`config.mk`:
```
export PLATFORM = sky130hd
export DESIGN_NAME = rtm_pin_ctrl
export DESIGN_NICKNAME = d
export VERILOG_FILES = /design/src/verilog/_unused_placeholder_none.sv /design/src/verilog/rtm_pkg.sv /design/src/verilog/rtm_pin_ctrl.sv /design/src/verilog/rtm_rst_gen.sv
export VERILOG_INCLUDE_DIRS = /design/src /design/src/verilog
export SDC_FILE = /design/constraint.sdc
export NUM_CORES = 1
export LEC_CHECK = 0
export BUFFER_PORTS_ARGS = -buffer_cell sky130_fd_sc_hd__buf_2
export CORE_MARGIN = 5
export CORE_UTILIZATION = 51
export CTS_BUF_LIST = sky130_fd_sc_hd__clkbuf_4
export CTS_CLUSTER_DIAMETER = 30
export DETAILED_ROUTE_END_ITERATION = 8
export PLACE_DENSITY = 0.87
export SETUP_SLACK_MARGIN = 0.2
export SYNTH_ARGS = -nofsm -noshare
export SYNTH_HDL_FRONTEND = slang
export SYNTH_SLANG_ARGS = --single-unit
```
`constraint.sdc`:
```
create_clock -name CLK -period 2.57 [get_ports CLK]
set_input_delay 0.6425 -clock CLK [delete_from_list [all_inputs] [get_ports CLK]]
set_output_delay 0.6425 -clock CLK [all_outputs]
set_load 0.05 [all_outputs]
```
`src/verilog/rtm_consts.svh`:
```
/*
  Constants of the reset and test-mode pin control block: pin numbers, pull masks,
  register offsets, reset values and timing counts.
  Assumes inclusion by bare name from the block's package and modules.
*/
`ifndef RTM_CONSTS_SVH
`define RTM_CONSTS_SVH

`define RTM_GPIO_W          14
`define RTM_PIN_TCK         5
`define RTM_PIN_TMS         6
`define RTM_PIN_TDO         7
`define RTM_PIN_TDI         8

// Pull states applied while the device is held in reset
`define RTM_RST_PU_MASK     14'h08f8
`define RTM_RST_PD_MASK     14'h3707

`define RTM_ADDR_W          4
`define RTM_DATA_W          32
`define RTM_OFS_CTRL        4'h0
`define RTM_OFS_PULL_UP     4'h4
`define RTM_OFS_PULL_DN     4'h8
`define RTM_OFS_STATUS      4'hc
`define RTM_CTRL_RST        1'h1
`define RTM_CTRL_PU_BIT     0

// Internal reset is stretched this many cycles after every reset source lets go
`define RTM_POR_HOLD_W      5
`define RTM_POR_HOLD_CYC    5'h10

`endif

```
`src/verilog/_unused_placeholder_none.sv`:
```
`timescale 1ns/1ps
`default_nettype none
`default_nettype wire

```
`src/verilog/rtm_pkg.sv`:
```
/*
  Types of the reset and test-mode pin control block.
  Assumes rtm_consts.svh is on the include path.
*/
`default_nettype none
`include "rtm_consts.svh"

package rtm_pkg;

  typedef enum logic [1:0] {
    RTM_MODE_NORMAL,
    RTM_MODE_JTAG,
    RTM_MODE_RESERVED
  } rtm_mode_t;

  typedef struct packed {
    logic tck;
    logic tdi;
    logic tms;
    logic trst_n;
  } rtm_jtag_t;

endpackage

`default_nettype wire

```
`src/verilog/rtm_pin_ctrl.sv`:
```
/*
  Top of the reset and test-mode pin control block: test-mode decode, JTAG pin
  routing, GPIO pull control under reset and a small register port.
  Assumes pads resolve GPIO levels from out, active-low enable and pull requests.
*/
// Operation
// RULE_01 - Decode two select pins: normal, JTAG when low bit only, reserved when high bit.
// RULE_02 - JTAG mode routes TCK GPIO5, TDI GPIO8, TDO GPIO7, TMS GPIO6, reset pin.
// RULE_03 - Power-on reset puts every circuit into a defined state.
// RULE_04 - Low external reset pin forces the same state as power-on reset; the select pipeline and mode_q reset on RST_N only.
// RULE_05 - Reset pin has a programmable internal pull-up, may stay unconnected.
// RULE_06 - Board must hold the reset pin low for 100 microseconds.
// RULE_07 - During reset GPIO 3, 4, 5, 6, 7 and 11 are pulled up.
// RULE_08 - During reset GPIO 0, 1, 2, 8, 9, 10, 12 and 13 are pulled down.
// RULE_09 - External reset release is synchronised so all logic leaves reset together.
`timescale 1ns/1ps
`default_nettype none
`include "rtm_consts.svh"

module rtm_pin_ctrl (
  input  wire logic                    CLK,
  input  wire logic                    RST_N,
  input  wire logic                    RESET_PIN_N,
  output var  logic                    RESET_PIN_PU,
  input  wire logic                    TEST_SEL_LOW_BIT,
  input  wire logic                    TEST_SEL_HIGH_BIT,
  input  wire logic [`RTM_GPIO_W-1:0]  GPIO_IN,
  output var  logic [`RTM_GPIO_W-1:0]  GPIO_OUT,
  output var  logic [`RTM_GPIO_W-1:0]  GPIO_OE_N,
  output var  logic [`RTM_GPIO_W-1:0]  GPIO_PU,
  output var  logic [`RTM_GPIO_W-1:0]  GPIO_PD,
  input  wire logic [`RTM_GPIO_W-1:0]  CORE_GPIO_OUT,
  input  wire logic [`RTM_GPIO_W-1:0]  CORE_GPIO_OE_N,
  output var  logic [`RTM_GPIO_W-1:0]  CORE_GPIO_IN,
  output var  rtm_pkg::rtm_jtag_t      JTAG,
  input  wire logic                    JTAG_TDO,
  output var  logic                    SYS_RST_N,
  output var  rtm_pkg::rtm_mode_t      MODE,
  input  wire logic [`RTM_ADDR_W-1:0]  REG_ADDR,
  input  wire logic [`RTM_DATA_W-1:0]  REG_WDATA,
  input  wire logic                    REG_WR,
  input  wire logic                    REG_RD,
  output var  logic [`RTM_DATA_W-1:0]  REG_RDATA
);

  function automatic rtm_pkg::rtm_mode_t decode_mode(input logic lo, input logic hi);
    rtm_pkg::rtm_mode_t m;
    m = rtm_pkg::RTM_MODE_NORMAL;
    if (hi) begin
      m = rtm_pkg::RTM_MODE_RESERVED;
    end else if (lo) begin
      m = rtm_pkg::RTM_MODE_JTAG;
    end
    return m;
  endfunction

  logic                     sys_rst_n;
  logic                     ext_rst_n;

  rtm_rst_gen u_rst_gen (
    .clk       (CLK),
    .rst_n     (RST_N),
    .ext_pin_n (RESET_PIN_N),
    .ext_rst_n (ext_rst_n),
    .sys_rst_n (sys_rst_n)
  );

  // Test-select pins: three stages, a change counts once stages two and three agree
  logic [1:0]               sel_s1_q, sel_s2_q, sel_s3_q, sel_f_q;
  logic [1:0]               sel_f_d;
  rtm_pkg::rtm_mode_t       mode_q, mode_d;

  always_comb begin
    sel_f_d = (~(sel_s2_q ^ sel_s3_q) & sel_s3_q) | ((sel_s2_q ^ sel_s3_q) & sel_f_q);
    mode_d  = decode_mode(sel_f_q[0], sel_f_q[1]); // RULE_01
  end

  always_ff @(posedge CLK) begin
    if (!RST_N) begin
      sel_s1_q <= 2'h0;
      sel_s2_q <= 2'h0;
      sel_s3_q <= 2'h0;
      sel_f_q  <= 2'h0;
      mode_q   <= rtm_pkg::RTM_MODE_NORMAL;
    end else begin
      sel_s1_q <= {TEST_SEL_HIGH_BIT, TEST_SEL_LOW_BIT};
      sel_s2_q <= sel_s1_q;
      sel_s3_q <= sel_s2_q;
      sel_f_q  <= sel_f_d;
      mode_q   <= mode_d;
    end
  end

  // Register port; the whole file returns to defaults on any internal reset
  logic                     pu_en_q, pu_en_d;
  logic [`RTM_GPIO_W-1:0]   pull_up_q, pull_up_d;
  logic [`RTM_GPIO_W-1:0]   pull_dn_q, pull_dn_d;
  logic [`RTM_DATA_W-1:0]   rdata_q, rdata_d;
  logic [`RTM_GPIO_W-1:0]   core_out_q, core_out_d;
  logic [`RTM_GPIO_W-1:0]   core_oe_n_q, core_oe_n_d;

  always_comb begin
    pu_en_d     = pu_en_q;
    pull_up_d   = pull_up_q;
    pull_dn_d   = pull_dn_q;
    rdata_d     = '0;
    core_out_d  = CORE_GPIO_OUT;
    core_oe_n_d = CORE_GPIO_OE_N;
    if (REG_WR) begin
      unique case (REG_ADDR)
        `RTM_OFS_CTRL:    pu_en_d   = REG_WDATA[`RTM_CTRL_PU_BIT]; // RULE_05
        `RTM_OFS_PULL_UP: pull_up_d = REG_WDATA[`RTM_GPIO_W-1:0];
        `RTM_OFS_PULL_DN: pull_dn_d = REG_WDATA[`RTM_GPIO_W-1:0];
        default:          pu_en_d   = pu_en_q;
      endcase
    end
    if (REG_RD) begin
      unique case (REG_ADDR)
        `RTM_OFS_CTRL:    rdata_d[`RTM_CTRL_PU_BIT]  = pu_en_q;
        `RTM_OFS_PULL_UP: rdata_d[`RTM_GPIO_W-1:0]   = pull_up_q;
        `RTM_OFS_PULL_DN: rdata_d[`RTM_GPIO_W-1:0]   = pull_dn_q;
        `RTM_OFS_STATUS:  rdata_d[4:0] = {sel_f_q, ext_rst_n, mode_q};
        default:          rdata_d = '0;
      endcase
    end
  end

  always_ff @(posedge CLK) begin
    if (!sys_rst_n) begin
      pu_en_q     <= `RTM_CTRL_RST; // RULE_03
      pull_up_q   <= `RTM_RST_PU_MASK;
      pull_dn_q   <= `RTM_RST_PD_MASK;
      rdata_q     <= '0;
      core_out_q  <= '0;
      core_oe_n_q <= '1;
    end else begin
      pu_en_q     <= pu_en_d;
      pull_up_q   <= pull_up_d;
      pull_dn_q   <= pull_dn_d;
      rdata_q     <= rdata_d;
      core_out_q  <= core_out_d;
      core_oe_n_q <= core_oe_n_d;
    end
  end

  // Pad mux; JTAG path stays combinational since the probe clock is not ours
  logic jtag_on;

  always_comb begin
    jtag_on   = (mode_q == rtm_pkg::RTM_MODE_JTAG) && sys_rst_n;
    GPIO_OUT  = core_out_q;
    GPIO_OE_N = core_oe_n_q;
    GPIO_PU   = pull_up_q;
    GPIO_PD   = pull_dn_q;
    JTAG      = '{tck: 1'b0, tdi: 1'b0, tms: 1'b1, trst_n: 1'b0};
    if (!sys_rst_n) begin
      // Released pads let the fixed pulls define every level
      GPIO_OUT  = '0;
      GPIO_OE_N = '1;
      GPIO_PU   = `RTM_RST_PU_MASK; // RULE_07
      GPIO_PD   = `RTM_RST_PD_MASK; // RULE_08
    end else if (jtag_on) begin
      GPIO_OE_N[`RTM_PIN_TCK] = 1'b1; // RULE_02
      GPIO_OE_N[`RTM_PIN_TMS] = 1'b1;
      GPIO_OE_N[`RTM_PIN_TDI] = 1'b1;
      GPIO_OE_N[`RTM_PIN_TDO] = 1'b0;
      GPIO_OUT[`RTM_PIN_TDO]  = JTAG_TDO;
      JTAG.tck    = GPIO_IN[`RTM_PIN_TCK];
      JTAG.tdi    = GPIO_IN[`RTM_PIN_TDI];
      JTAG.tms    = GPIO_IN[`RTM_PIN_TMS];
      JTAG.trst_n = ext_rst_n;
    end
  end

  // Pull-up forced on in reset so a floating pin cannot hold the device down
  assign RESET_PIN_PU = pu_en_q || !sys_rst_n; // RULE_05
  assign CORE_GPIO_IN = GPIO_IN;
  assign SYS_RST_N    = sys_rst_n; // RULE_04
  assign MODE         = mode_q;
  assign REG_RDATA    = rdata_q;
endmodule // rtm_pin_ctrl

`default_nettype wire

```
`src/verilog/rtm_rst_gen.sv`:
```
/*
  Reset generator: filters the external reset pin, merges it with the power-on
  reset and releases one stretched, clock-synchronous internal reset.
  Assumes rst_n is the power-on reset level, synchronous to clk.
*/
`timescale 1ns/1ps
`default_nettype none
`include "rtm_consts.svh"

module rtm_rst_gen (
  input  wire logic clk,
  input  wire logic rst_n,
  input  wire logic ext_pin_n,
  output var  logic ext_rst_n,
  output var  logic sys_rst_n
);

  logic                       s1_q, s2_q, s3_q, filt_q;
  logic                       filt_d;
  logic [`RTM_POR_HOLD_W-1:0] cnt_q, cnt_d;
  logic                       sys_q, sys_d;

  always_comb begin
    filt_d = (s2_q == s3_q) ? s3_q : filt_q;
    cnt_d  = cnt_q;
    if (!filt_q) begin
      cnt_d = '0; // RULE_04
    end else if (cnt_q != `RTM_POR_HOLD_CYC) begin
      cnt_d = cnt_q + 1'b1; // RULE_03
    end
    // One register releases every consumer on the same edge
    sys_d = filt_q && (cnt_q == `RTM_POR_HOLD_CYC); // RULE_09
  end

  always_ff @(posedge clk) begin
    if (!rst_n) begin
      s1_q   <= 1'b1;
      s2_q   <= 1'b1;
      s3_q   <= 1'b1;
      filt_q <= 1'b1;
      cnt_q  <= '0;
      sys_q  <= 1'b0;
    end else begin
      s1_q   <= ext_pin_n;
      s2_q   <= s1_q;
      s3_q   <= s2_q;
      filt_q <= filt_d;
      cnt_q  <= cnt_d;
      sys_q  <= sys_d;
    end
  end

  assign ext_rst_n = filt_q;
  assign sys_rst_n = sys_q;
endmodule // rtm_rst_gen

`default_nettype wire

```
* Word level (Yosys, flattened, before mapping) *
Cells that the tools add are included.

storage, ports and cells
  register bits after elaboration = 109
  word-level logic and storage cells = 61
  output and inout bits = 110
  input port bits = 86

cells by class
  $add $sub $neg = 1
  reductions and logical operators = 11
  equal/unequal tests = 7
  bitwise logic cells = 6
  multiplexer cells = 17

operator list
  operator                                              number
  2-to-1 mux 14 bit                                     2
  case mux 9 bit (2 select lines)                       1
  2-to-1 mux 4 bit                                      4
  case mux 4 bit (3 select lines)                       1
  2-to-1 mux 5 bit                                      2
  AND reduction 2 bit                                   5
  equality test 4 bit (second input constant)           2
  2-to-1 mux 7 bit                                      1
  2-to-1 mux 6 bit                                      1
  adder 5 x 1 -> 5 bit (second input constant)          1
  equality test 5 bit (second input constant)           1
  != test 5 bit (second input constant)                 1
  bitwise AND 2 bit                                     2
  equality test 4 x 3 -> 1 bit (second input constant)  1
  logical NOT 4 bit                                     1
  case mux 1 bit (4 select lines)                       1
  2-to-1 mux 1 bit                                      3
  equality test 2 x 1 -> 1 bit (second input constant)  1
  logical AND 1 bit                                     2
  2-to-1 mux 2 bit                                      1
  inverter 2 bit                                        1
  OR 2 bit                                              1
  OR reduction 2 bit                                    1
  XOR 2 bit                                             1
  other kinds (4)                                       4

* Longest topological paths before layout *
  word-level depth = 4
  gate-level depth with buffers = 5

* Hierarchy *
A second synthesis with hierarchy kept.

second synthesis, totals
  cells, all modules = 395
  area, all modules = 3902.5 um2

modules (own cells, without submodules)
  module        cells each  area each (um2)  seq. area each (um2)  times used
  rtm_pin_ctrl  354         3478.3           1621.6                1
  rtm_rst_gen   41          424.2            200.2                 1

* Worst setup path after synthesis *
OpenSTA, ideal clock, no wires.

  path type = flip-flop to output port
  start = reg u_rst_gen.sys_q, in the netlist u_rst_gen.sys_rst_n
  end = out GPIO_OUT[7]
  cell stages (with the launch flop) = 5
  buffers on the path = 3
  path slack = -0.038 ns
  arrival time = 1.965 ns
  cell sequence = dfxtp_1 buf_4 buf_2 clkbuf_1 nor2b_1

between the ends
  longest elaborated chain between the ends = 3

RTL lines
  what                    RTL line             RTL
  start, declared         rtm_rst_gen.sv:21    logic sys_q, sys_d;
  start signal, assigned  rtm_rst_gen.sv:49    sys_q <= sys_d;
  logical AND 1 bit       rtm_pin_ctrl.sv:150  jtag_on = (mode_q == rtm_pkg::RTM_MODE_JTAG) && sys_rst_n;
  2-to-1 mux 1 bit        rtm_pin_ctrl.sv:162  end else if (jtag_on) begin
  2-to-1 mux 1 bit (*)    rtm_pin_ctrl.sv:156  if (!sys_rst_n) begin
  end, declared           rtm_pin_ctrl.sv:28   output var logic [`RTM_GPIO_W-1:0] GPIO_OUT,

Every way passes the cells marked *; elsewhere a longest branch is shown, timed or not.

* Worst setup path after layout *
  start = reg mode_q[0], in the netlist MODE[0]
  end = out GPIO_OE_N[5]

between the ends
  longest elaborated chain between the ends = 4

RTL lines
  what                          RTL line             RTL
  start, declared               rtm_pin_ctrl.sv:71   rtm_pkg::rtm_mode_t mode_q, mode_d;
  start signal, assigned        rtm_pin_ctrl.sv:84   mode_q <= rtm_pkg::RTM_MODE_NORMAL;
  start signal, assigned        rtm_pin_ctrl.sv:90   mode_q <= mode_d;
  equality test 2 x 1 -> 1 bit  rtm_pin_ctrl.sv:150
  logical AND 1 bit             rtm_pin_ctrl.sv:150
  2-to-1 mux 4 bit              rtm_pin_ctrl.sv:162
  2-to-1 mux 4 bit              rtm_pin_ctrl.sv:156
  end, declared                 rtm_pin_ctrl.sv:29   output var logic [`RTM_GPIO_W-1:0] GPIO_OE_N,

Every way passes these cells.

==> impl_results.html <==
<table>
<tr><th>Metric</th><th>Value</th></tr>
<tr><th colspan="2">Power</th></tr>
<tr><td>Combinational power share</td><td>0.074</td></tr>
<tr><td>Internal Power</td><td>1.785 mW</td></tr>
<tr><td>Worst-case vdd ir drop</td><td>0.3119 mV</td></tr>
<tr><td>Power spent charging and discharging nets</td><td>0.6247 mW</td></tr>
<tr><td>Power per unit of standard cell area</td><td>521.4 nW/um^2</td></tr>
<tr><td>Share of total power in sequential cells</td><td>0.592</td></tr>
<tr><td>Clk network pwr share</td><td>0.334</td></tr>
<tr><td>Sw frac</td><td>0.2593</td></tr>
<tr><td>Lkg Pwr</td><td>2.218 nW</td></tr>
<tr><th colspan="2">Finish</th></tr>
<tr><td>Count of inserted antenna diode cells</td><td>0</td></tr>
<tr><td>Total Nets Final</td><td>604</td></tr>
<tr><td>Combined flip-flop and latch cell area</td><td>1827 sq um</td></tr>
<tr><td>Multi-input logic area</td><td>1689 sq um</td></tr>
<tr><td>Area grow syn2layout</td><td>20.14%</td></tr>
<tr><td>Fraction of layout instances using a drive strength above 1</td><td>0.3704</td></tr>
<tr><td>Post-route design area</td><td>4621 sq um</td></tr>
<tr><td># fillers</td><td>647</td></tr>
<tr><td>Most common cell after layout, fill and taps aside</td><td>sky130_fd_sc_hd__buf_2</td></tr>
<tr><td>Most frequent cells in the layout</td><td>sky130_fd_sc_hd__buf_2 (134), sky130_fd_sc_hd__dfxtp_1 (89), sky130_fd_sc_hd__nand2b_1 (53)</td></tr>
<tr><th colspan="2">Logic synthesis</th></tr>
<tr><td>Commonest register cell after synthesis</td><td>sky130_fd_sc_hd__dfxtp_1</td></tr>
<tr><td>Async set-or-reset flop fraction in the synthesized netlist</td><td>0</td></tr>
<tr><td>Combinational family with the most area after synthesis</td><td>simple AND/OR/NAND/NOR gates</td></tr>
<tr><td>Number of distinct library cell variants in the gate-level netlist after synthesis</td><td>39</td></tr>
<tr><td>Syn avg cell area</td><td>9.787 sq um</td></tr>
<tr><td>Post-Synthesis Cells</td><td>393</td></tr>
<tr><td>Basic-gate share of the synthesized area counting and, or, nand and nor cells</td><td>0.2625</td></tr>
<tr><td>Area of the mapped netlist</td><td>3846 sq um</td></tr>
<tr><td>Sequential-to-total area share from yosys stat</td><td>0.4736</td></tr>
<tr><td>Synthesized-area fraction occupied by xor and xnor cells</td><td>0.006831</td></tr>
<tr><td>Complex-gate fraction of the synthesized area</td><td>0.04099</td></tr>
<tr><td>Number of flops mapped to enable cells by yosys</td><td>0</td></tr>
<tr><td>YS warnings</td><td>0</td></tr>
<tr><td>Adder-cell share of the synthesized area</td><td>0.006506</td></tr>
<tr><td>Mux share of post-synthesis cell area</td><td>0.1031</td></tr>
<tr><td>Register bit total from synthesis</td><td>91</td></tr>
<tr><th colspan="2">Setup path</th></tr>
<tr><td>Endpoint of the lowest-slack register-to-register path</td><td>pull_dn_q[9]$_SDFFE_PN1P_</td></tr>
<tr><td>Crit end category</td><td>output pin</td></tr>
<tr><td>Maximum fanout along the worst path</td><td>7</td></tr>
<tr><td>Worst R2R Start</td><td>u_rst_gen.sys_rst_n$_SDFF_PN0_</td></tr>
<tr><td>Reg2Reg Setup Slack</td><td>1.28 ns</td></tr>
<tr><td>Last element of the critical path</td><td>GPIO_OE_N[5]</td></tr>
<tr><td>CP required</td><td>1.93 ns</td></tr>
<tr><td>Crit path kind</td><td>flip-flop to output pin</td></tr>
<tr><td>CP Launch Point</td><td>MODE[0]$_SDFF_PP0_</td></tr>
<tr><td>Data arrival time of the critical path</td><td>1.68 ns</td></tr>
<tr><td>Count of cells along the worst register-to-register path</td><td>3</td></tr>
<tr><td>CP startpoint kind</td><td>flip-flop</td></tr>
<tr><th colspan="2">CTS</th></tr>
<tr><td>Maximum buffer depth of the clock tree</td><td>2</td></tr>
<tr><td>Clk root buf</td><td>sky130_fd_sc_hd__clkbuf_4</td></tr>
<tr><td>Number of hold buffers added after CTS</td><td>0</td></tr>
<tr><td>H-tree depth</td><td>3</td></tr>
<tr><td>TritonCTS buffer count</td><td>9</td></tr>
<tr><td>Clock transition at the register clock pins on the worst setup and hold paths after CTS</td><td>0.15 ns</td></tr>
<tr><td>Worst-Skew Late Latency</td><td>0.45 ns</td></tr>
<tr><td>Sinks on the clock net</td><td>91</td></tr>
<tr><td>TritonCTS clock tree</td><td>built</td></tr>
<tr><th colspan="2">Detailed routing</th></tr>
<tr><td>Top Metal Used</td><td>met4</td></tr>
<tr><td>Post-Route WL</td><td>8360 um</td></tr>
<tr><td>Vias/cell</td><td>4.750</td></tr>
<tr><td>Detail Route met3 WL</td><td>729 um</td></tr>
<tr><td>Vias post-DR</td><td>2945</td></tr>
<tr><td>First-pass iteration count of the detailed router</td><td>5</td></tr>
<tr><td>Met2 wire length</td><td>3942 um</td></tr>
<tr><td>Number of antenna-violating nets in the routed design</td><td>0</td></tr>
<tr><td>Routed metal-1 wirelength</td><td>3497 um</td></tr>
<tr><td>Detailed router's first-iteration violation count</td><td>71</td></tr>
<tr><td>Drc violations</td><td>0</td></tr>
<tr><td>Average wire length per cell after detail routing</td><td>13.48 um</td></tr>
<tr><th colspan="2">Floorplanning</th></tr>
<tr><td>Starting Density</td><td>0.5275</td></tr>
<tr><td>Boundary Pins</td><td>196</td></tr>
<tr><td>Placeable core region</td><td>7292 sq um</td></tr>
<tr><td>Die H</td><td>96.84 um</td></tr>
<tr><td>Row Count</td><td>31</td></tr>
<tr><td>Die Footprint</td><td>9378 sq um</td></tr>
<tr><td>Die outline width</td><td>96.84 um</td></tr>
<tr><th colspan="2">Timing</th></tr>
<tr><td>Final hold vios</td><td>0</td></tr>
<tr><td>Final critical path time including I/O delays and setup</td><td>2.323 ns</td></tr>
<tr><td>Maximum clock skew at final layout</td><td>0.02791 ns</td></tr>
<tr><td>Accumulated negative setup slack</td><td>0 ns</td></tr>
<tr><td>Period Utilization, post-route</td><td>0.9040</td></tr>
<tr><td>Setup repair after global routing missed its margin</td><td>true</td></tr>
<tr><td>Max Transition Viols Final</td><td>0</td></tr>
<tr><td>Worst-case headroom to the max-slew limit</td><td>0.5950</td></tr>
<tr><td>Worst Max-Slew Pin Slew</td><td>0.6050 ns</td></tr>
<tr><td>Highest clock frequency the design can meet</td><td>430.4 MHz</td></tr>
<tr><td>Final Worst Setup Slack</td><td>0.2468 ns</td></tr>
<tr><td>Final setup violating endpoints</td><td>0</td></tr>
<tr><th colspan="2">Global routing</th></tr>
<tr><td>Largest net degree at the start of global routing</td><td>31</td></tr>
<tr><td>Wire length of the first global-routing pass</td><td>13700 um</td></tr>
<tr><td>Via count of the first global-routing pass</td><td>2934</td></tr>
<tr><td>Total track usage</td><td>0.1769</td></tr>
<tr><td>Number of antenna violations at the first check in global routing</td><td>0</td></tr>
<tr><td>Grt total ovfl</td><td>0</td></tr>
<tr><th colspan="2">Status</th></tr>
<tr><td>Status</td><td>finished clean</td></tr>
<tr><th colspan="2">Placed design</th></tr>
<tr><td>Total cell area at the placement stage</td><td>4429 sq um</td></tr>
<tr><td>I/O Buffers</td><td>137</td></tr>
<tr><td>Global placement routability congestion</td><td>0.7876</td></tr>
<tr><td>Pre-CTS WS</td><td>0.5443 ns</td></tr>
<tr><td>Detail Placement HPWL</td><td>6049 um</td></tr>
<tr><th colspan="2">Hold path</th></tr>
<tr><td>Min-Delay Path Class</td><td>input port to flip-flop</td></tr>
<tr><th colspan="2">Flow run</th></tr>
<tr><td>Maximum Capacitance Violations</td><td>0</td></tr>
</table>
-- flip-flops by register name (all words and copies together), names as in the netlist, named ones only --
register             flops
MODE                     2
REG_RDATA               14
core_oe_n_q             14
core_out_q              14
pu_en_q                  1
pull_dn_q               14
pull_up_q               14
sel_s1_q                 2
sel_s2_q                 2
sel_s3_q                 2
u_rst_gen.cnt_q          5
u_rst_gen.ext_rst_n      1
u_rst_gen.s1_q           1
u_rst_gen.s2_q           1
u_rst_gen.s3_q           1
u_rst_gen.sys_rst_n      1
-- per-layer routing --
metal / vias to the layer above / track usage
met5: - / 0
met4: 0 / 0.07343
met3: 27 / 0.06475
met2: 114 / 0.2962
met1: 1343 / 0.2032
li1: 1461 / -
-- worst max-delay path, cell delays in order (launching register included) --
cell and delay (ns):
sky130_fd_sc_hd__dfxtp_2 0.34, sky130_fd_sc_hd__nor2b_1 0.12, sky130_fd_sc_hd__buf_4 0.16, sky130_fd_sc_hd__nand2b_1 0.17, sky130_fd_sc_hd__or2_2 0.30, sky130_fd_sc_hd__buf_6 0.16
-- cell usage after synthesis (all sizes together), types with 2 or more instances --
cell type | instances | share of area
or2b | 2 | 0.0039
inv | 18 | 0.018
nand2 | 35 | 0.034
a21boi | 2 | 0.0039
xor2 | 2 | 0.0046
or2 | 3 | 0.0049
nand2b | 53 | 0.086
a21oi | 2 | 0.0026
buf | 40 | 0.078
nor2 | 23 | 0.024
nor2b | 6 | 0.012
clkbuf | 10 | 0.0098
nand3 | 5 | 0.0098
mux2i | 16 | 0.042
nor4b | 2 | 0.012
and2 | 34 | 0.055
o21ai | 4 | 0.0052
dfxtp | 91 | 0.47
a22oi | 13 | 0.025
mux2 | 17 | 0.055
and3 | 3 | 0.0049
ha | 2 | 0.0065
-- per-stage QoR --
step / hold WS (ns) / total power, mW / utilization / std cells
final: 0.3675 / 2.409 / 0.6337 / 620
after global routing: 0.3522 / 2.514 / 0.6337 / 620
after CTS: 0.3597 / 2.426 / 0.6316 / 618
after detailed placement: 0.4012 / 1.634 / 0.6074 / 601
after global placement: 0.3919 / 1.630 / 0.6074 / 601
after floorplan: 0.3863 / 1.650 / - / 410
-- kinds of logic (layout without fill, tap and decap cells) --
| group | Yosys count | count (layout) |
|---|---|---|
| AOI/OAI and AO/OA | 23 | 23 |
| xor gates and xnor gates | 3 | 3 |
| adders and majority gates | 2 | 2 |
| buffers and inverters | 68 | 179 |
| DFF | 91 | 91 |
| muxes | 34 | 34 |
| other | 1 | 18 |
| and+or+nand+nor | 171 | 171 |
-- power groups by stage --
stage                     combinational, mW  clock (mW)  sequential (mW)
after global routing                  0.192       0.892             1.43
after CTS                             0.178       0.822             1.43
after detailed placement              0.177           0             1.46
after floorplan                       0.193           0             1.46
after global placement                0.174           0             1.46
final                                 0.178       0.804             1.43
-- repair_timing --
item / in CTS / in global routing
endpoints found under the setup margin: 24 / 17
gates resized for setup: 7 / 0
buffers inserted: 1 / 2
pin swaps: 0 / 0
-- area by class of cell --
type                    instances  area share
well taps                      99     0.02681
inverters                      18     0.01462
flip-flops and latches         91      0.3953
clock buffers                   9     0.01462
clock inverters                 7     0.01598
repair buffers                145      0.1671
multi-input cells             251      0.3656
-- worst min path at each step --
stage	end	slack [ns]	from	cells past startpoint
after CTS	core_oe_n_q[4]$_SDFF_PN1_	0.36	CORE_GPIO_OE_N[4]	2
after global routing	core_oe_n_q[4]$_SDFF_PN1_	0.35	CORE_GPIO_OE_N[4]	2
after floorplan	u_rst_gen.s2_q$_SDFF_PN1_	0.39	u_rst_gen.s1_q$_SDFF_PN1_	1
after detailed placement	u_rst_gen.s2_q$_SDFF_PN1_	0.40	u_rst_gen.s1_q$_SDFF_PN1_	1
final	core_oe_n_q[4]$_SDFF_PN1_	0.37	CORE_GPIO_OE_N[4]	2
after global placement	u_rst_gen.s2_q$_SDFF_PN1_	0.39	u_rst_gen.s1_q$_SDFF_PN1_	1
(Power assumes the default switching activity.)
